<file path="src/pinstrap_consts.svh">
/*
 * Constants for the pinstrap capture block: timing, widths, field
 * indices, field masks and mode bit positions.
 * Assumes a 200 MHz clock and 8-bit strap voltage conversions.
 */
`ifndef PINSTRAP_CONSTS_SVH
`define PINSTRAP_CONSTS_SVH

`define CLK_PERIOD_NS 5
`define SETTLE_TIME_NS 10000
`define SETTLE_CYCLES (`SETTLE_TIME_NS / `CLK_PERIOD_NS)
`define SETTLE_CNT_W 12

`define ADC_W 8
`define RES_W 3
`define CFG_W 8
`define NUM_FIELDS 10
`define FIELD_SEL_W 4

`define F_SLEW 4'h0
`define F_MODE 4'h1
`define F_OSR 4'h2
`define F_USR 4'h3
`define F_STARTUP_VOLTAGE_STRAP 4'h4
`define F_SOFTSTART_RISE_RATE 4'h5
`define F_FREQ 4'h6
`define FREQUENCY_CURRENT_STRAP 4'h7
`define F_OCL 4'h8
`define F_RAMP 4'h9

`define MASK_SLEW 8'h07
`define MASK_MODE 8'hD8
`define MASK_OSR 8'h07
`define MASK_USR 8'h07
`define MASK_STARTUP_VOLTAGE_STRAP 8'hFF
`define MASK_SOFTSTART_RISE_RATE 8'h03
`define MASK_FREQ 8'h07
`define MASK_MAX_LOAD_CURRENT 8'hFF
`define MASK_OCL 8'h0F
`define MASK_RAMP 8'h03

`define MODE_DAC_BIT 7
`define MODE_ILV_BIT 6
`define MODE_DPS_BIT 4
`define MODE_ZLL_BIT 3

`define CFG_RESET 8'h00
`define ADDR_RESET 4'h0

`endif

</file>
<file path="src/pinstrap_pkg.sv">
/*
 * Types shared by the pinstrap capture block.
 * Assumes nothing beyond a SystemVerilog compiler.
 */
package pinstrap_pkg;
    typedef enum logic [1:0] {
        ST_IDLE = 2'b00,
        ST_CONVERT = 2'b01,
        ST_RUN = 2'b11
    } cap_state_t;
    typedef logic [7:0] cfg_word_t;
endpackage : pinstrap_pkg

</file>
<file path="src/aux_rail_monitor.sv">
/*
 * Watches the auxiliary rail good level, waits a settle time and then
 * gives one start pulse per power-up.
 * Assumes the rail level is synchronous to the clock.
 */
`include "pinstrap_consts.svh"
module aux_rail_monitor (
    input wire logic clk,
    input wire logic rst,
    input wire logic rail,
    output logic rail_good,
    output logic start_pulse
);
    logic [`SETTLE_CNT_W-1:0] cnt_r;
    logic [`SETTLE_CNT_W-1:0] cnt_nxt;
    logic good_r;
    logic good_nxt;

    always_comb begin
        cnt_nxt = cnt_r;
        good_nxt = good_r;
        start_pulse = 1'b0;
        if (!rail) begin
            cnt_nxt = '0;
            good_nxt = 1'b0;
        end else if (!good_r) begin
            // Straps are not trusted until the rail has settled
            if (cnt_r == `SETTLE_CNT_W'(`SETTLE_CYCLES - 1)) begin
                good_nxt = 1'b1;
                start_pulse = 1'b1;
            end else begin
                cnt_nxt = cnt_r + `SETTLE_CNT_W'(1);
            end
        end
    end

    always_ff @(posedge clk) begin
        if (rst) begin
            cnt_r <= '0;
            good_r <= 1'b0;
        end else begin
            cnt_r <= cnt_nxt;
            good_r <= good_nxt;
        end
    end

    assign rail_good = good_r;
endmodule : aux_rail_monitor

</file>
<file path="src/pinstrap_config_capture.sv">
/*
 * Pinstrap configuration capture: decodes six strap pins, loads the
 * configuration once per auxiliary rail power-up, allows later bus
 * overwrites, and gates the regulator enable.
 * Assumes converters deliver synchronous codes and a done pulse.
 */
`include "pinstrap_consts.svh"

// Overview of operation
// RULE_01: Rate strap resistor picks slew rate
// RULE_02: Rate strap voltage gives four mode bits
// RULE_03: Mode bit 7 selects DAC table
// RULE_04: Mode bit 6 selects paired interleaving
// RULE_05: Mode bit 4 enables dynamic phases
// RULE_06: Mode bit 3 selects zero load-line
// RULE_07: Transient strap resistor sets overshoot level
// RULE_08: Transient strap voltage sets undershoot level
// RULE_09: Startup strap resistor gives boot bits 3:1
// RULE_10: Startup strap voltage gives boot bits 7:4
// RULE_11: Address strap resistor bits 2:1 set softstart
// RULE_12: Address strap resistor bit 0 is boot LSB
// RULE_13: Address strap voltage gives bus address
// RULE_14: Frequency strap resistor selects switching frequency
// RULE_15: Frequency strap voltage ratio is max current
// RULE_16: Limit strap codes pick one of sixteen
// RULE_17: Limit strap voltage picks ramp level
// RULE_18: Capture once at rail power-up, hold
// RULE_19: Frequency and current latched together
// RULE_20: Strap select low resistance means straps apply
// RULE_21: Bus writes may overwrite latched values
// RULE_22: Bus address only from address strap
// RULE_23: All fields load in one cycle
// RULE_24: Regulator held off until capture completes
module pinstrap_config_capture
    import pinstrap_pkg::*;
(
    input wire logic CLK,
    input wire logic RST,
    input wire logic AUX_3V3_RAIL,
    input wire logic STRAP_SELECT_PIN,
    output logic CONV_START,
    input wire logic CONV_DONE,
    input wire logic [`RES_W-1:0] RATE_OPTION_STRAP_RES,
    input wire logic [`ADC_W-1:0] RATE_OPTION_STRAP_DIV,
    input wire logic [`RES_W-1:0] TRANSIENT_REDUCTION_STRAP_RES,
    input wire logic [`ADC_W-1:0] TRANSIENT_REDUCTION_STRAP_DIV,
    input wire logic [`RES_W-1:0] STARTUP_VOLTAGE_STRAP_RES,
    input wire logic [`ADC_W-1:0] STARTUP_VOLTAGE_STRAP_DIV,
    input wire logic [`RES_W-1:0] ADDRESS_SOFTSTART_STRAP_RES,
    input wire logic [`ADC_W-1:0] ADDRESS_SOFTSTART_STRAP_DIV,
    input wire logic [`RES_W-1:0] FREQUENCY_CURRENT_STRAP_RES,
    input wire logic [`ADC_W-1:0] FREQUENCY_CURRENT_STRAP_DIV,
    input wire logic [`RES_W-1:0] VALLEY_LIMIT_STRAP_RES,
    input wire logic [`ADC_W-1:0] VALLEY_LIMIT_STRAP_DIV,
    input wire logic [`CFG_W-1:0] NVM_SLEW_RATE,
    input wire logic [`CFG_W-1:0] NVM_MODE,
    input wire logic [`CFG_W-1:0] NVM_OSR_LEVEL,
    input wire logic [`CFG_W-1:0] NVM_USR_LEVEL,
    input wire logic [`CFG_W-1:0] NVM_STARTUP_VID,
    input wire logic [`CFG_W-1:0] NVM_RISE_RATE,
    input wire logic [`CFG_W-1:0] NVM_FREQ_SEL,
    input wire logic [`CFG_W-1:0] NVM_MAX_CURRENT,
    input wire logic [`CFG_W-1:0] NVM_CURRENT_LIMIT,
    input wire logic [`CFG_W-1:0] NVM_RAMP_LEVEL,
    input wire logic PMBUS_WR_EN,
    input wire logic [`FIELD_SEL_W-1:0] PMBUS_WR_FIELD,
    input wire logic [`CFG_W-1:0] PMBUS_WR_DATA,
    output logic [2:0] SLEW_RATE_SEL,
    output logic [`CFG_W-1:0] MODE_SETTING,
    output logic DAC_OLD_TABLE,
    output logic PAIRED_INTERLEAVE,
    output logic DYNAMIC_PHASE_EN,
    output logic ZERO_LOAD_LINE,
    output logic [2:0] OVERSHOOT_REDUCTION_LEVEL,
    output logic [2:0] UNDERSHOOT_REDUCTION_LEVEL,
    output logic [`CFG_W-1:0] STARTUP_VOLTAGE_ID,
    output logic [1:0] SOFTSTART_RISE_RATE,
    output logic [2:0] SWITCH_FREQ_SEL,
    output logic [`CFG_W-1:0] MAX_LOAD_CURRENT,
    output logic [3:0] PER_PHASE_CURRENT_LIMIT,
    output logic [1:0] RAMP_LEVEL,
    output logic [3:0] PMBUS_TARGET_ADDR,
    output logic STRAP_MODE_ACTIVE,
    output logic CONFIG_VALID,
    output logic REGULATOR_ENABLE_ALLOW
);

    function automatic cfg_word_t field_mask(
        input logic [`FIELD_SEL_W-1:0] idx
    );
        case (idx)
            `F_SLEW: field_mask = `MASK_SLEW;
            `F_MODE: field_mask = `MASK_MODE;
            `F_OSR: field_mask = `MASK_OSR;
            `F_USR: field_mask = `MASK_USR;
            `F_STARTUP_VOLTAGE_STRAP: field_mask = `MASK_STARTUP_VOLTAGE_STRAP;
            `F_SOFTSTART_RISE_RATE: field_mask = `MASK_SOFTSTART_RISE_RATE;
            `F_FREQ: field_mask = `MASK_FREQ;
            `FREQUENCY_CURRENT_STRAP: field_mask = `MASK_MAX_LOAD_CURRENT;
            `F_OCL: field_mask = `MASK_OCL;
            `F_RAMP: field_mask = `MASK_RAMP;
            default: field_mask = `CFG_RESET;
        endcase
    endfunction : field_mask

    cap_state_t state_r;
    cap_state_t state_nxt;
    cfg_word_t cfg_r [`NUM_FIELDS];
    cfg_word_t cfg_nxt [`NUM_FIELDS];
    cfg_word_t strap_word [`NUM_FIELDS];
    cfg_word_t nvm_word [`NUM_FIELDS];
    logic [3:0] addr_r;
    logic [3:0] addr_nxt;
    logic use_strap_r;
    logic use_strap_nxt;
    logic valid_r;
    logic valid_nxt;
    logic rail_good;
    logic rail_start;
    logic [3:0] mode_code;
    logic [2:0] usr_code;
    logic [3:0] boot_hi;
    logic [3:0] addr_code;
    logic [1:0] ramp_code;
    logic wr_hit;

    aux_rail_monitor u_rail (
        .clk(CLK),
        .rst(RST),
        .rail(AUX_3V3_RAIL),
        .rail_good(rail_good),
        .start_pulse(rail_start)
    );

    strap_level_quantizer #(.OUT_W(4)) u_q_mode (
        .ratio(RATE_OPTION_STRAP_DIV),
        .level(mode_code)
    );
    strap_level_quantizer #(.OUT_W(3)) u_q_usr (
        .ratio(TRANSIENT_REDUCTION_STRAP_DIV),
        .level(usr_code)
    );
    strap_level_quantizer #(.OUT_W(4)) u_q_boot (
        .ratio(STARTUP_VOLTAGE_STRAP_DIV),
        .level(boot_hi)
    );
    strap_level_quantizer #(.OUT_W(4)) u_q_addr (
        .ratio(ADDRESS_SOFTSTART_STRAP_DIV),
        .level(addr_code)
    );
    strap_level_quantizer #(.OUT_W(2)) u_q_ramp (
        .ratio(VALLEY_LIMIT_STRAP_DIV),
        .level(ramp_code)
    );

    // Strap-derived words, laid out as the holding registers
    always_comb begin
        strap_word[`F_SLEW] = {5'h00, RATE_OPTION_STRAP_RES}; // [RULE_01]
        strap_word[`F_MODE] = {mode_code[3], mode_code[2], 1'b0,
                               mode_code[1], mode_code[0], 3'h0}; // [RULE_02]
        strap_word[`F_OSR] = {5'h00, TRANSIENT_REDUCTION_STRAP_RES}; // [RULE_07]
        strap_word[`F_USR] = {5'h00, usr_code}; // [RULE_08]
        strap_word[`F_STARTUP_VOLTAGE_STRAP] = {boot_hi, STARTUP_VOLTAGE_STRAP_RES,
                                ADDRESS_SOFTSTART_STRAP_RES[0]}; // [RULE_09] [RULE_10] [RULE_12]
        strap_word[`F_SOFTSTART_RISE_RATE] = {6'h00,
                                ADDRESS_SOFTSTART_STRAP_RES[2:1]}; // [RULE_11]
        strap_word[`F_FREQ] = {5'h00, FREQUENCY_CURRENT_STRAP_RES}; // [RULE_14]
        // Full-scale ratio of 255 maps straight to the code
        strap_word[`FREQUENCY_CURRENT_STRAP] = FREQUENCY_CURRENT_STRAP_DIV; // [RULE_15]
        strap_word[`F_OCL] = {4'h0, VALLEY_LIMIT_STRAP_RES,
                              VALLEY_LIMIT_STRAP_DIV[`ADC_W-1]}; // [RULE_16]
        strap_word[`F_RAMP] = {6'h00, ramp_code}; // [RULE_17]
    end

    always_comb begin
        nvm_word[`F_SLEW] = NVM_SLEW_RATE;
        nvm_word[`F_MODE] = NVM_MODE;
        nvm_word[`F_OSR] = NVM_OSR_LEVEL;
        nvm_word[`F_USR] = NVM_USR_LEVEL;
        nvm_word[`F_STARTUP_VOLTAGE_STRAP] = NVM_STARTUP_VID;
        nvm_word[`F_SOFTSTART_RISE_RATE] = NVM_RISE_RATE;
        nvm_word[`F_FREQ] = NVM_FREQ_SEL;
        nvm_word[`FREQUENCY_CURRENT_STRAP] = NVM_MAX_CURRENT;
        nvm_word[`F_OCL] = NVM_CURRENT_LIMIT;
        nvm_word[`F_RAMP] = NVM_RAMP_LEVEL;
    end

    // Out-of-range field selects are dropped silently
    assign wr_hit = PMBUS_WR_EN &&
        (PMBUS_WR_FIELD < `FIELD_SEL_W'(`NUM_FIELDS));

    always_comb begin
        state_nxt = state_r;
        addr_nxt = addr_r;
        use_strap_nxt = use_strap_r;
        valid_nxt = valid_r;
        CONV_START = 1'b0;
        for (int i = 0; i < `NUM_FIELDS; i++) begin
            cfg_nxt[i] = cfg_r[i];
        end
        case (state_r)
            ST_IDLE: begin
                if (rail_start) begin // [RULE_18]
                    CONV_START = 1'b1;
                    state_nxt = ST_CONVERT;
                end
            end
            ST_CONVERT: begin
                if (CONV_DONE) begin
                    // Whole set moves at once, never a partial mix
                    for (int i = 0; i < `NUM_FIELDS; i++) begin
                        if (STRAP_SELECT_PIN) begin // [RULE_20]
                            cfg_nxt[i] = strap_word[i] &
                                field_mask(`FIELD_SEL_W'(i)); // [RULE_23] [RULE_19]
                        end else begin
                            cfg_nxt[i] = nvm_word[i] &
                                field_mask(`FIELD_SEL_W'(i));
                        end
                    end
                    addr_nxt = addr_code; // [RULE_13] [RULE_22]
                    use_strap_nxt = STRAP_SELECT_PIN;
                    valid_nxt = 1'b1;
                    state_nxt = ST_RUN;
                end
            end
            ST_RUN: begin
                // Pins are not looked at again until the next power-up
                if (wr_hit) begin // [RULE_21]
                    cfg_nxt[PMBUS_WR_FIELD] = PMBUS_WR_DATA &
                        field_mask(PMBUS_WR_FIELD);
                end
            end
            default: begin
                state_nxt = ST_IDLE;
            end
        endcase
        // Rail loss clears valid and returns to idle so the next power-up recaptures; held values stay
        if (!rail_good && !rail_start) begin
            state_nxt = ST_IDLE;
            valid_nxt = 1'b0;
            CONV_START = 1'b0;
        end
    end

    always_ff @(posedge CLK) begin
        if (RST) begin
            state_r <= ST_IDLE;
            addr_r <= `ADDR_RESET;
            use_strap_r <= 1'b0;
            valid_r <= 1'b0;
            for (int i = 0; i < `NUM_FIELDS; i++) begin
                cfg_r[i] <= `CFG_RESET;
            end
        end else begin
            state_r <= state_nxt;
            addr_r <= addr_nxt;
            use_strap_r <= use_strap_nxt;
            valid_r <= valid_nxt;
            for (int i = 0; i < `NUM_FIELDS; i++) begin
                cfg_r[i] <= cfg_nxt[i];
            end
        end
    end

    assign SLEW_RATE_SEL = cfg_r[`F_SLEW][2:0];
    assign MODE_SETTING = cfg_r[`F_MODE];
    assign DAC_OLD_TABLE = cfg_r[`F_MODE][`MODE_DAC_BIT]; // [RULE_03]
    assign PAIRED_INTERLEAVE = cfg_r[`F_MODE][`MODE_ILV_BIT]; // [RULE_04]
    assign DYNAMIC_PHASE_EN = cfg_r[`F_MODE][`MODE_DPS_BIT]; // [RULE_05]
    assign ZERO_LOAD_LINE = cfg_r[`F_MODE][`MODE_ZLL_BIT]; // [RULE_06]
    assign OVERSHOOT_REDUCTION_LEVEL = cfg_r[`F_OSR][2:0];
    assign UNDERSHOOT_REDUCTION_LEVEL = cfg_r[`F_USR][2:0];
    assign STARTUP_VOLTAGE_ID = cfg_r[`F_STARTUP_VOLTAGE_STRAP];
    assign SOFTSTART_RISE_RATE = cfg_r[`F_SOFTSTART_RISE_RATE][1:0];
    assign SWITCH_FREQ_SEL = cfg_r[`F_FREQ][2:0];
    assign MAX_LOAD_CURRENT = cfg_r[`FREQUENCY_CURRENT_STRAP];
    assign PER_PHASE_CURRENT_LIMIT = cfg_r[`F_OCL][3:0];
    assign RAMP_LEVEL = cfg_r[`F_RAMP][1:0];
    assign PMBUS_TARGET_ADDR = addr_r;
    assign STRAP_MODE_ACTIVE = use_strap_r;
    assign CONFIG_VALID = valid_r;
    assign REGULATOR_ENABLE_ALLOW = valid_r && rail_good; // [RULE_24]

    a_conv_on_rail: assert property ( // [RULE_18]
        @(posedge CLK) disable iff (RST)
        (state_r == ST_IDLE && rail_start) |-> CONV_START ##1
        (state_r == ST_CONVERT && !CONFIG_VALID)
    ) else $error("conversion not started at rail power-up");

    a_load_slew: assert property ( // [RULE_01]
        @(posedge CLK) disable iff (RST)
        (state_r == ST_CONVERT && CONV_DONE && rail_good
         && STRAP_SELECT_PIN)
        |=> SLEW_RATE_SEL == $past(RATE_OPTION_STRAP_RES)
    ) else $error("slew rate not taken from strap");

    a_boot_vid: assert property ( // [RULE_12]
        @(posedge CLK) disable iff (RST)
        (state_r == ST_CONVERT && CONV_DONE && rail_good
         && STRAP_SELECT_PIN)
        |=> STARTUP_VOLTAGE_ID[0] == $past(ADDRESS_SOFTSTART_STRAP_RES[0])
        && STARTUP_VOLTAGE_ID[3:1] == $past(STARTUP_VOLTAGE_STRAP_RES)
    ) else $error("boot code low bits wrong");

    a_freq_max_load_current: assert property ( // [RULE_19]
        @(posedge CLK) disable iff (RST)
        (state_r == ST_CONVERT && CONV_DONE && rail_good
         && STRAP_SELECT_PIN)
        |=> MAX_LOAD_CURRENT == $past(FREQUENCY_CURRENT_STRAP_DIV)
        && SWITCH_FREQ_SEL == $past(FREQUENCY_CURRENT_STRAP_RES)
        && CONFIG_VALID
    ) else $error("frequency and current not latched together");

    a_nvm_select: assert property ( // [RULE_20]
        @(posedge CLK) disable iff (RST)
        (state_r == ST_CONVERT && CONV_DONE && rail_good
         && !STRAP_SELECT_PIN)
        |=> MAX_LOAD_CURRENT == $past(NVM_MAX_CURRENT)
        && !STRAP_MODE_ACTIVE
    ) else $error("stored setting not used in stored mode");

    a_addr_strap: assert property ( // [RULE_22]
        @(posedge CLK) disable iff (RST)
        (state_r == ST_CONVERT && CONV_DONE && rail_good)
        |=> PMBUS_TARGET_ADDR == $past(addr_code)
    ) else $error("bus address not from address strap");

    a_hold_value: assert property ( // [RULE_18]
        @(posedge CLK) disable iff (RST)
        (state_r == ST_RUN && rail_good && !PMBUS_WR_EN)
        |=> $stable(MAX_LOAD_CURRENT) && $stable(STARTUP_VOLTAGE_ID)
        && $stable(PMBUS_TARGET_ADDR)
    ) else $error("captured value changed without a write");

    a_bus_write: assert property ( // [RULE_21]
        @(posedge CLK) disable iff (RST)
        (state_r == ST_RUN && rail_good && PMBUS_WR_EN
         && PMBUS_WR_FIELD == `F_STARTUP_VOLTAGE_STRAP)
        |=> STARTUP_VOLTAGE_ID == $past(PMBUS_WR_DATA)
    ) else $error("bus write did not overwrite boot code");

    a_mode_layout: assert property ( // [RULE_02]
        @(posedge CLK) disable iff (RST)
        (MODE_SETTING & ~`MASK_MODE) == `CFG_RESET
    ) else $error("mode setting uses unmapped bits");

    a_enable_gate: assert property ( // [RULE_24]
        @(posedge CLK) disable iff (RST)
        REGULATOR_ENABLE_ALLOW |-> state_r == ST_RUN && CONFIG_VALID
    ) else $error("regulator allowed before capture");

    a_rail_loss: assert property ( // [RULE_24]
        @(posedge CLK) disable iff (RST)
        !AUX_3V3_RAIL |=> !REGULATOR_ENABLE_ALLOW ##1 !CONFIG_VALID
    ) else $error("configuration kept after rail loss");

    a_atomic_load: assert property ( // [RULE_23]
        @(posedge CLK) disable iff (RST)
        $rose(CONFIG_VALID) |-> $past(state_r) == ST_CONVERT
        && $past(CONV_DONE)
    ) else $error("valid rose without a completed conversion");

endmodule : pinstrap_config_capture

</file>
<file path="src/strap_level_quantizer.sv">
/*
 * Rounds an 8-bit strap voltage ratio to an OUT_W-bit level code.
 * Assumes the input is already a synchronous conversion result.
 */
`include "pinstrap_consts.svh"
module strap_level_quantizer #(
    parameter int OUT_W = 4
) (
    input wire logic [`ADC_W-1:0] ratio,
    output logic [OUT_W-1:0] level
);
    localparam int SHIFT = `ADC_W - OUT_W;
    localparam logic [`ADC_W:0] HALF = (`ADC_W+1)'((2 ** SHIFT) / 2);

    logic [`ADC_W:0] sum;
    logic [`ADC_W:0] shifted;

    always_comb begin
        sum = {1'b0, ratio} + HALF;
        shifted = sum >> SHIFT;
        // Top level saturates instead of wrapping to zero
        if (shifted[OUT_W]) begin
            level = {OUT_W{1'b1}};
        end else begin
            level = shifted[OUT_W-1:0];
        end
    end
endmodule : strap_level_quantizer

</file>
<file path="config.mk">
export PLATFORM = sky130hd
export DESIGN_NAME = pinstrap_config_capture
export DESIGN_NICKNAME = d
export VERILOG_FILES = /design/src/pinstrap_pkg.sv /design/src/aux_rail_monitor.sv /design/src/pinstrap_config_capture.sv /design/src/strap_level_quantizer.sv
export VERILOG_INCLUDE_DIRS = /design/src
export SDC_FILE = /design/constraint.sdc
export NUM_CORES = 1
export LEC_CHECK = 0
export ABC_AREA = 1
export BUFFER_PORTS_ARGS = -buffer_cell sky130_fd_sc_hd__clkbuf_2
export CORE_ASPECT_RATIO = 1.1
export CORE_MARGIN = 8
export CORE_UTILIZATION = 51
export DETAILED_ROUTE_END_ITERATION = 12
export PLACE_DENSITY = 0.94
export REMOVE_ABC_BUFFERS = 1
export SKIP_LAST_GASP = 1
export SYNTH_ARGS = -nofsm -noshare
export SYNTH_HDL_FRONTEND = slang
export SYNTH_HIERARCHICAL = 1
export SYNTH_SLANG_ARGS = --single-unit
</file>
<file path="constraint.sdc">
create_clock -name CLK -period 2.8 [get_ports CLK]
set_clock_uncertainty 0.1 [all_clocks]
set_input_delay 0.14 -clock CLK [delete_from_list [all_inputs] [get_ports CLK]]
set_output_delay 0.14 -clock CLK [all_outputs]
set_load 0.01 [all_outputs]
</file>
==> metrics.csv, run 1 <==
metric;value;unit
grt.busiest_layer;met2;
grt_setup_unrepaired;no;
final.setup.worst_slack;490;ps
hpwl;10.6;mm
critical_path_peak_fanout;5;
post_synth.cell_area_avg;5.77;µm²
detail_route.iter0.violations;257;
clkTransAtPathRegs;70;ps
boundaryPins;220;
synth-warning-count;6;
period_share;82.5;%
worst_hold_slack;39.7;ps
die_width;106;µm
report.final.slew_viol_count;0;
power_density_of_the_placed_cells;360;mW/mm²
path_delay_family;simple AND/OR/NAND/NOR gates;
grt_pass1_wl;22.3;mm
multiInputGateArea;0.00274;mm²
drt-wirelength-per-cell;12.7;µm
final_net_count;1112;
clock_power_share;39.3;%
drt.antenna.violating_nets;0;
global_route.usage.met1;25.0;%
gr-usage-met2;38.4;%
grt_max_degree;42;
irDropWorstVdd;215;µV
register_area;0.00130;mm²
synthesis.instances;789;
finalSetupTns;0;ps
numClockSinks;65;
cts_tree;built;
achievable-frequency;433;MHz
worst_setup_path_start_kind;flop;
static-leakage-power;2.90;nW
grt_antenna_before_repair;0;
status;finished, final reports clean;
timing_hold_violations_final;0;
layout.cells.most_common_list;sky130_fd_sc_hd__nor2_1, sky130_fd_sc_hd__nand2_1, sky130_fd_sc_hd__clkbuf_2;
critical_path_arrival;2070;ps
worstHoldPathType;in2reg;
drcViolationCount;0;
drive_above_1_share;23.6;%
cts_made_buffers;9;
dr.pass1.iters;5;
via_count_of_the_first_global_routing_pass;4889;
drv.max_cap_violation_count;0;
cts_root_buffer;sky130_fd_sc_hd__clkbuf_8;
p_sw_share;26.3;%
routed-via-count;5196;
post_cts_hold_buffer_count;1;
htree_num_levels;3;
preCtsSetupSlack;764;ps
grt_usage;22.1;%
synth.distinct_cells;29;
critical_path.cell_chain;ha_1, nand3_1, nor2_1, nand3_1, nor3_1, nand2_1, nor2_1, clkbuf_2;
timing.critical_path.to_type;primary output;
stdcell_area;0.00558;mm²
start_util;51.8;%
detail_route.vias_per_cell;4.92;
report.final.setup_viol;0;
post-route-min-period;2310;ps
slew_headroom;48.5;%
buffering_stage_count_on_the_worst_path_with_inverters_included;1;
placed_cell_area;0.00538;mm²
grtUsageMet3;5.49;%
synth_sequential_area_ratio;28.6;%
layout.filler_cells;827;
cp_slowest_stage_delay;410;ps
postCtsResizedCells;0;
layout.cells.most_common;sky130_fd_sc_hd__nor2_1;
combPwrFrac;14.5;%
antenna_cells_inserted;0;
ctsLongestPathBuffers;2;
internal-power;1.48;mW
port_buffers;161;
area_delta_synth_final;22.6;%
post_cts.repair.setup_buffers;0;
setup.worst_path.class;reg2out;
grt_total_ovfl;0;
die_area;0.0122;mm²
syn-cell-area;0.00455;mm²
power.share.sequential;46.2;%
synth-seq-cells;65;
actual_slew_at_the_worst_max_slew_pin;770;ps
placement_rows;36;
cp.required;2560;ps
floorplan.die.height;115;µm
detail_route.wirelength;13.4;mm
gp_congestion;0.879;
final_core_util;63.5;%
core_area;0.00878;mm²
net-switching-power;0.528;mW
worstSkewPairLatency;330;ps
slowest_stage;sky130_fd_sc_hd__dfxtp_1;
[state kept, by name (all words and copies together) (netlist names)]
signal,flops
u_rail/rail_good,1
STRAP_MODE_ACTIVE,1
PMBUS_TARGET_ADDR,4
state_r,2
CONFIG_VALID,1
u_rail/cnt_r,12
cfg_r,44
[power by group through the flow]
stage	sequential (mW)	clock [mW]	combinational, mW
finish	0.927	0.789	0.291
global route	0.927	0.847	0.330
CTS	0.927	0.805	0.291
detailed placement	0.948	0	0.289
global placement	0.948	0	0.284
floorplan	0.948	0	0.144
[tightest hold or removal path, delay by kind of cell]
family,cells,cell delay (ps)
buffers and inverters,2,130
AND/OR/NAND/NOR,2,100
AO/OA/AOI/OAI,1,60
[area by class of cell]
cell class              count  area share (%)
clock buffers              13            2.67
clock inverters             3           0.717
inverters                  89            6.01
multi-input cells         604            49.1
flip-flops and latches     65            23.3
well taps                 114            2.56
repair buffers            168            15.7
[synth_stat cells (all sizes together)]
library cell  instances  area share (%)
nor2                234              20
nor3                  6             1.3
a21oi                16             1.8
ha                   11             3.0
xnor2                 1            0.19
nand3                68             7.9
clkbuf               13             1.3
nand2               194              17
clkinv                2            0.19
inv                  87             7.2
buf                  18             2.6
o21ai                69             7.9
nand4                 5            0.69
dfxtp                65              29
[final timing paths]
kind	slack (ps)	end	cells past startpoint	start
max	490	CONV_START	8	u_rail/cnt_r[0]
min	40	cfg_r[1][1]	5	PMBUS_WR_DATA[1]
min reg2reg	350	cfg_r[1][5]	2	cfg_r[1][5]
max reg2reg	770	cfg_r[5][1]	8	state_r[0]
[cells by family (layout without fill, tap and decap cells)]
| logic type | count (synthesis) | after routing | synth area share [%] |
|---|---|---|---|
| AND/OR/NAND/NOR | 507 | 507 | 47.3 |
| adder cells (fa/ha/maj) | 11 | 11 | 3.02 |
| AO/OA/AOI/OAI | 85 | 85 | 9.68 |
| XOR/XNOR | 1 | 1 | 0.193 |
| buffers and inverters | 120 | 273 | 11.2 |
| flip-flops | 65 | 65 | 28.6 |
[metal layers]
metal | vias to the layer above | part of all wire [%]
met5 | - | 0
met4 | 0 | 3.0
met3 | 31 | 9.3
met2 | 200 | 47
met1 | 2224 | 41
li1 | 2741 | -
[stage by stage]
step           std cells  power, mW
2_1_floorplan        758       1.09
3_3_place_gp        1039       1.23
3_5_place_dp        1039       1.24
4_1_cts             1056       2.02
5_1_grt             1056       2.10
6_report            1056       2.01
Note: power is estimated with default switching activity, not from simulation.
==> run 2: changes to the inputs <==
Settings changed: CORE_UTILIZATION 51 to 47, PLACE_DENSITY 0.94 to 0.88.
Clock period 2.8 ns to 2.16 ns, I/O delays scaled along.
==> run 2 against run 1 <==
Against the previous run: non-clock buffer count rose by 6; worst setup slack got worse by 310 ps; sequential share of layout area fell by 0.69 points; total power rose by 53%; sequential cell count did not move; routed wire length rose by 1.6%; clock-buffer cell count fell by 4; cell count rose by 0.85%.
==> metrics.csv, run 2 (synthesis results as in run 1) <==
metric;value;unit
clock_power_share;48.6;%
placed_cell_area;0.00542;mm²
layout.filler_cells;915;
post-layout-total-power;3.08;mW
cts_root_buffer;sky130_fd_sc_hd__clkbuf_8;
floorplan.die.height;119;µm
numClockSinks;65;
critical_path_peak_fanout;4;
clkTransAtPathRegs;80;ps
status;finished, final reports clean;
placement_rows;37;
hpwl;10.7;mm
power.share.sequential;39.0;%
preCtsSetupSlack;365;ps
worstSetupPathDepth;8;
final.setup.worst_slack;180;ps
final_net_count;1118;
drv.max_cap_violation_count;0;
regMostFlops;cfg_r;
worstHoldPathType;in2reg;
gp_congestion;0.871;
die_width;110;µm
via_count_of_the_first_global_routing_pass;4863;
start_util;48.4;%
timing_hold_violations_final;0;
p_sw_share;23.4;%
largest_register_ffs;44;
timing.hold.worst_path_depth;5;
detail_route.wirelength;13.6;mm
cts_tree;built;
rr_worst_depth;7;
grt_max_degree;43;
drt-wirelength-per-cell;12.8;µm
antenna_cells_inserted;0;
timing.critical_path.to_type;primary output;
grt_total_ovfl;0;
port_buffers;161;
report.final.setup_viol;0;
layout.cells.most_common;sky130_fd_sc_hd__nor2_1;
report.final.slew_viol_count;0;
core_area;0.00940;mm²
crit_top_cell;sky130_fd_sc_hd__nor2_1;
cts_made_buffers;9;
buffering_stage_count_on_the_worst_path_with_inverters_included;1;
slew_headroom;64.4;%
cp.required;1950;ps
setup.worst_path.class;reg2out;
slowest_stage;sky130_fd_sc_hd__dfxtp_1;
path_delay_family;simple AND/OR/NAND/NOR gates;
combPwrFrac;12.5;%
detail_route.vias_per_cell;4.81;
finalSetupTns;0;ps
post-route-min-period;1980;ps
power_density_of_the_placed_cells;536;mW/mm²
boundaryPins;220;
stdcell_area;0.00575;mm²
layout.cells.most_common_list;sky130_fd_sc_hd__nor2_1, sky130_fd_sc_hd__nand2_1, sky130_fd_sc_hd__clkbuf_2;
actual_slew_at_the_worst_max_slew_pin;532;ps
area_delta_synth_final;26.3;%
grt_setup_unrepaired;no;
detail_route.iter0.violations;251;
drt.antenna.violating_nets;0;
ctsLongestPathBuffers;2;
internal-power;2.36;mW
critical_path.cell_chain;ha_1, nand3_1, nor2_1, nand3_2, nor3_4, nand2_1, nor2_1, clkbuf_2;
dr.pass1.iters;4;
grt_pass1_wl;21.8;mm
routed-via-count;5119;
worst_setup_path_start_kind;flop;
cp_slowest_stage_delay;390;ps
period_share;91.6;%
die_area;0.0131;mm²
net-switching-power;0.721;mW
drcViolationCount;0;
drive_above_1_share;24.5;%
critical_path_arrival;1770;ps
irDropWorstVdd;403;µV
worstSkewPairLatency;340;ps
achievable-frequency;505;MHz
htree_num_levels;3;
grt_usage;20.2;%
static-leakage-power;2.96;nW
grt_antenna_before_repair;0;
[run 2: changes by cell type in the layout (fill, tap and decap cells not counted), moves of 2 or more]
cell / previous run / this run
sky130_fd_sc_hd__clkinv_2: 3 / 1
sky130_fd_sc_hd__buf_4: 5 / 10
sky130_fd_sc_hd__bufinv_16: 1 / 5
sky130_fd_sc_hd__clkbuf_1: 3 / 0
[run 2: power by group through the flow]
stage | Sequential (mW) | Combinational, mW | Clock [mW]
2_1_floorplan | 1.23 | 0.186 | 0
3_3_place_gp | 1.23 | 0.372 | 0
3_5_place_dp | 1.23 | 0.378 | 0
4_1_cts | 1.20 | 0.383 | 1.52
5_1_grt | 1.20 | 0.431 | 1.57
6_report | 1.20 | 0.384 | 1.50
[run 2: what timing repair did]
action,4_1_cts,5_1_grt
gates resized for setup,1,2
buffers inserted,0,1
endpoints found under the hold margin,4,0
hold buffers,2,0
setup endpoints to repair,1,1
[run 2: worst register-to-register path, delay by kind of cell (launching register included)]
family	cells	cell delay, ps
flip-flops	1	410
buffers and inverters	2	340
AND/OR/NAND/NOR	4	540
AO/OA/AOI/OAI	1	250
[run 2: worst paths after layout]
check,from,end,slack (ps)
min,STARTUP_VOLTAGE_STRAP_RES[1],cfg_r[4][2],20
max,u_rail/cnt_r[0],CONV_START,180
min reg2reg,cfg_r[1][5],cfg_r[1][5],360
max reg2reg,state_r[0],cfg_r[7][5],450
[run 2: routing by layer]
metal	wire [µm]	track usage, %	up-vias
met3	1240	6.09	21
met5	0	0	-
met4	293	7.02	0
li1	-	-	2755
met1	5590	22.4	2182
met2	6490	35.4	161
[run 2: cell type report]
class	count	area (µm²)	area share [%]
clock buffers	9	124	2.15
inverters	89	335	5.83
flip-flops and latches	65	1300	22.6
clock inverters	7	166	2.89
repair buffers	174	921	16.0
well taps	117	146	2.55
multi-input cells	604	2760	47.9
[run 2: per-stage QoR]
step                hold slack [ps]  std cells  utilization, %
CTS                            4.23       1064            61.0
floorplan                      77.1        758               -
global route                   34.7       1065            61.2
detailed placement              285       1046            57.6
global placement                274       1046            57.6
finish                         17.2       1065            61.2
==> run 3: changes to the inputs <==
Settings changed: BUFFER_PORTS_ARGS -buffer_cell sky130_fd_sc_hd__clkbuf_2 to default, CORE_UTILIZATION 47 to 49, DONT_BUFFER_PORTS from default to 1, PLACE_DENSITY 0.88 to 0.71.
==> run 3 against run 2 <==
Against the previous run: non-clock buffer count decreased by 132; routed wire length increased by 2.2%; sequential power about the same; highest routed layer unchanged; first-iteration DRC count decreased by 8.4%.
==> metrics.csv, run 3 (synthesis results as in run 1) <==
metric;value;unit
detail_route.wirelength;13.9;mm
grt_pass1_wl;21.8;mm
drt-wirelength-per-cell;14.9;µm
critical_path_arrival;1840;ps
boundaryPins;220;
floorplan.die.height;117;µm
detail_route.vias_per_cell;5.20;
layout.cells.most_common_list;sky130_fd_sc_hd__nor2_1, sky130_fd_sc_hd__nand2_1, sky130_fd_sc_hd__inv_1;
rr_worst_depth;7;
dr.pass1.iters;5;
htree_num_levels;3;
timing.critical_path.to_type;primary output;
critical_path_peak_fanout;4;
holdPathEnd;PMBUS_TARGET_ADDR[3];
finalSetupTns;0;ps
worstSkewPairLatency;340;ps
via_count_of_the_first_global_routing_pass;4682;
regMostFlops;cfg_r;
preCtsSetupSlack;313;ps
slew_headroom;43.5;%
routed-via-count;4841;
timing.rr.end;cfg_r[4][5];
worstHoldPathType;in2reg;
drcViolationCount;0;
setup.worst_path.class;reg2out;
report.final.slew_viol_count;0;
power.share.sequential;49.7;%
hpwl;10.3;mm
port_buffers;0;
final_core_util;55.7;%
status;finished, final reports clean;
layout.filler_cells;920;
static-leakage-power;2.34;nW
net-switching-power;0.629;mW
report.final.setup_viol;0;
final_net_count;986;
post-route-min-period;2050;ps
grt_max_degree;47;
drive_above_1_share;8.23;%
grt_antenna_before_repair;0;
layout.cells.most_common;sky130_fd_sc_hd__nor2_1;
achievable-frequency;489;MHz
grt_total_ovfl;0;
detail_route.iter0.violations;230;
slowest_stage;sky130_fd_sc_hd__dfxtp_1;
placed_cell_area;0.00459;mm²
worst_setup_path_start_kind;flop;
start_util;49.4;%
timing.hold.worst_path_depth;4;
final_cells;931;
gp_congestion;0.850;
cts_tree;built;
antenna_cells_inserted;0;
drv.max_cap_violation_count;0;
dp.cells;881;
cp.required;1950;ps
cts_made_buffers;9;
power_density_of_the_placed_cells;471;mW/mm²
largest_register_ffs;44;
timing_hold_violations_final;0;
final.setup.worst_slack;113;ps
internal-power;1.79;mW
irDropWorstVdd;404;µV
clock_power_share;37.7;%
drt.antenna.violating_nets;0;
timing.rr.start;state_r[0];
core_area;0.00921;mm²
actual_slew_at_the_worst_max_slew_pin;844;ps
setup.reg_to_reg.worst_slack;250;ps
combPwrFrac;12.6;%
period_share;94.8;%
die_area;0.0126;mm²
cp_slowest_stage_delay;390;ps
die_width;108;µm
hold_path_startpoint;ADDRESS_SOFTSTART_STRAP_DIV[6];
critical_path.cell_chain;ha_1, nand3_1, nor2_1, nand3_2, nor3_4, nand2_1, nor2_2;
clkTransAtPathRegs;70;ps
grt_usage;21.7;%
numClockSinks;65;
p_sw_share;26.0;%
ctsLongestPathBuffers;2;
stdcell_area;0.00513;mm²
area_delta_synth_final;12.8;%
cts_root_buffer;sky130_fd_sc_hd__clkbuf_8;
placement_rows;37;
[run 3: changes by cell type in the layout (fill, tap and decap cells not counted), sizes merged]
cell,delta
clkbuf,-159
dlygate4sd3,+32
bufinv,-5
buf,-3
clkinv,+1
[run 3: layer usage]
layer | vias to the layer above | track usage (%) | routed length [µm]
met1 | 2145 | 23.5 | 5350
met3 | 28 | 7.45 | 1400
li1 | 2484 | - | -
met5 | - | 0 | 0
met4 | 0 | 8.61 | 297
met2 | 184 | 37.9 | 6860
[run 3: stage by stage]
stage	power, mW	hold slack [ps]
5_1_grt	2.54	0.423
3_5_place_dp	1.48	81.3
4_1_cts	2.44	1.16
2_1_floorplan	1.42	77.1
6_report	2.42	8.98
3_3_place_gp	1.47	79.3
[run 3: power by group through the flow]
| stage | Clock (mW) | Sequential [mW] | Combinational, mW |
|---|---|---|---|
| after floorplan | 0 | 1.23 | 0.186 |
| after global placement | 0 | 1.23 | 0.243 |
| after detailed placement | 0 | 1.23 | 0.250 |
| after CTS | 0.932 | 1.20 | 0.302 |
| after global routing | 0.994 | 1.20 | 0.340 |
| final | 0.913 | 1.20 | 0.306 |
[run 3: layout make-up]
class | instances | area, µm² | area share [%]
clock buffer | 11 | 151 | 2.95
inverter | 89 | 335 | 6.53
multi-input combinational | 604 | 2760 | 53.7
sequential | 65 | 1300 | 25.3
timing repair buffer | 42 | 425 | 8.28
tap | 117 | 146 | 2.85
clock inverter | 3 | 17.5 | 0.341
[run 3: how the worst max path moves through the flow]
stage | start | end | slack [ps]
finish | u_rail/cnt_r[0] | CONV_START | 110
global route | u_rail/cnt_r[0] | CONV_START | -2
CTS | u_rail/cnt_r[0] | CONV_START | 50
detailed placement | state_r[0] | cfg_r[4][5] | 310
global placement | state_r[0] | cfg_r[4][5] | 380
floorplan | state_r[0] | cfg_r[1][3] | -1
[run 3: repair_timing]
action                     CTS  global route
hold buffers                34             0
pin swaps                    0             1
gates resized for setup      1             3
buffers inserted             0             2
hold endpoints to repair    35             0
setup endpoints to repair    1             1
[run 3: critical path, delay by kind of cell, from the launching register on]
kind	cells	cell delay, ps
flip-flops	1	390
adder cells (fa/ha/maj)	1	220
AND/OR/NAND/NOR	6	900
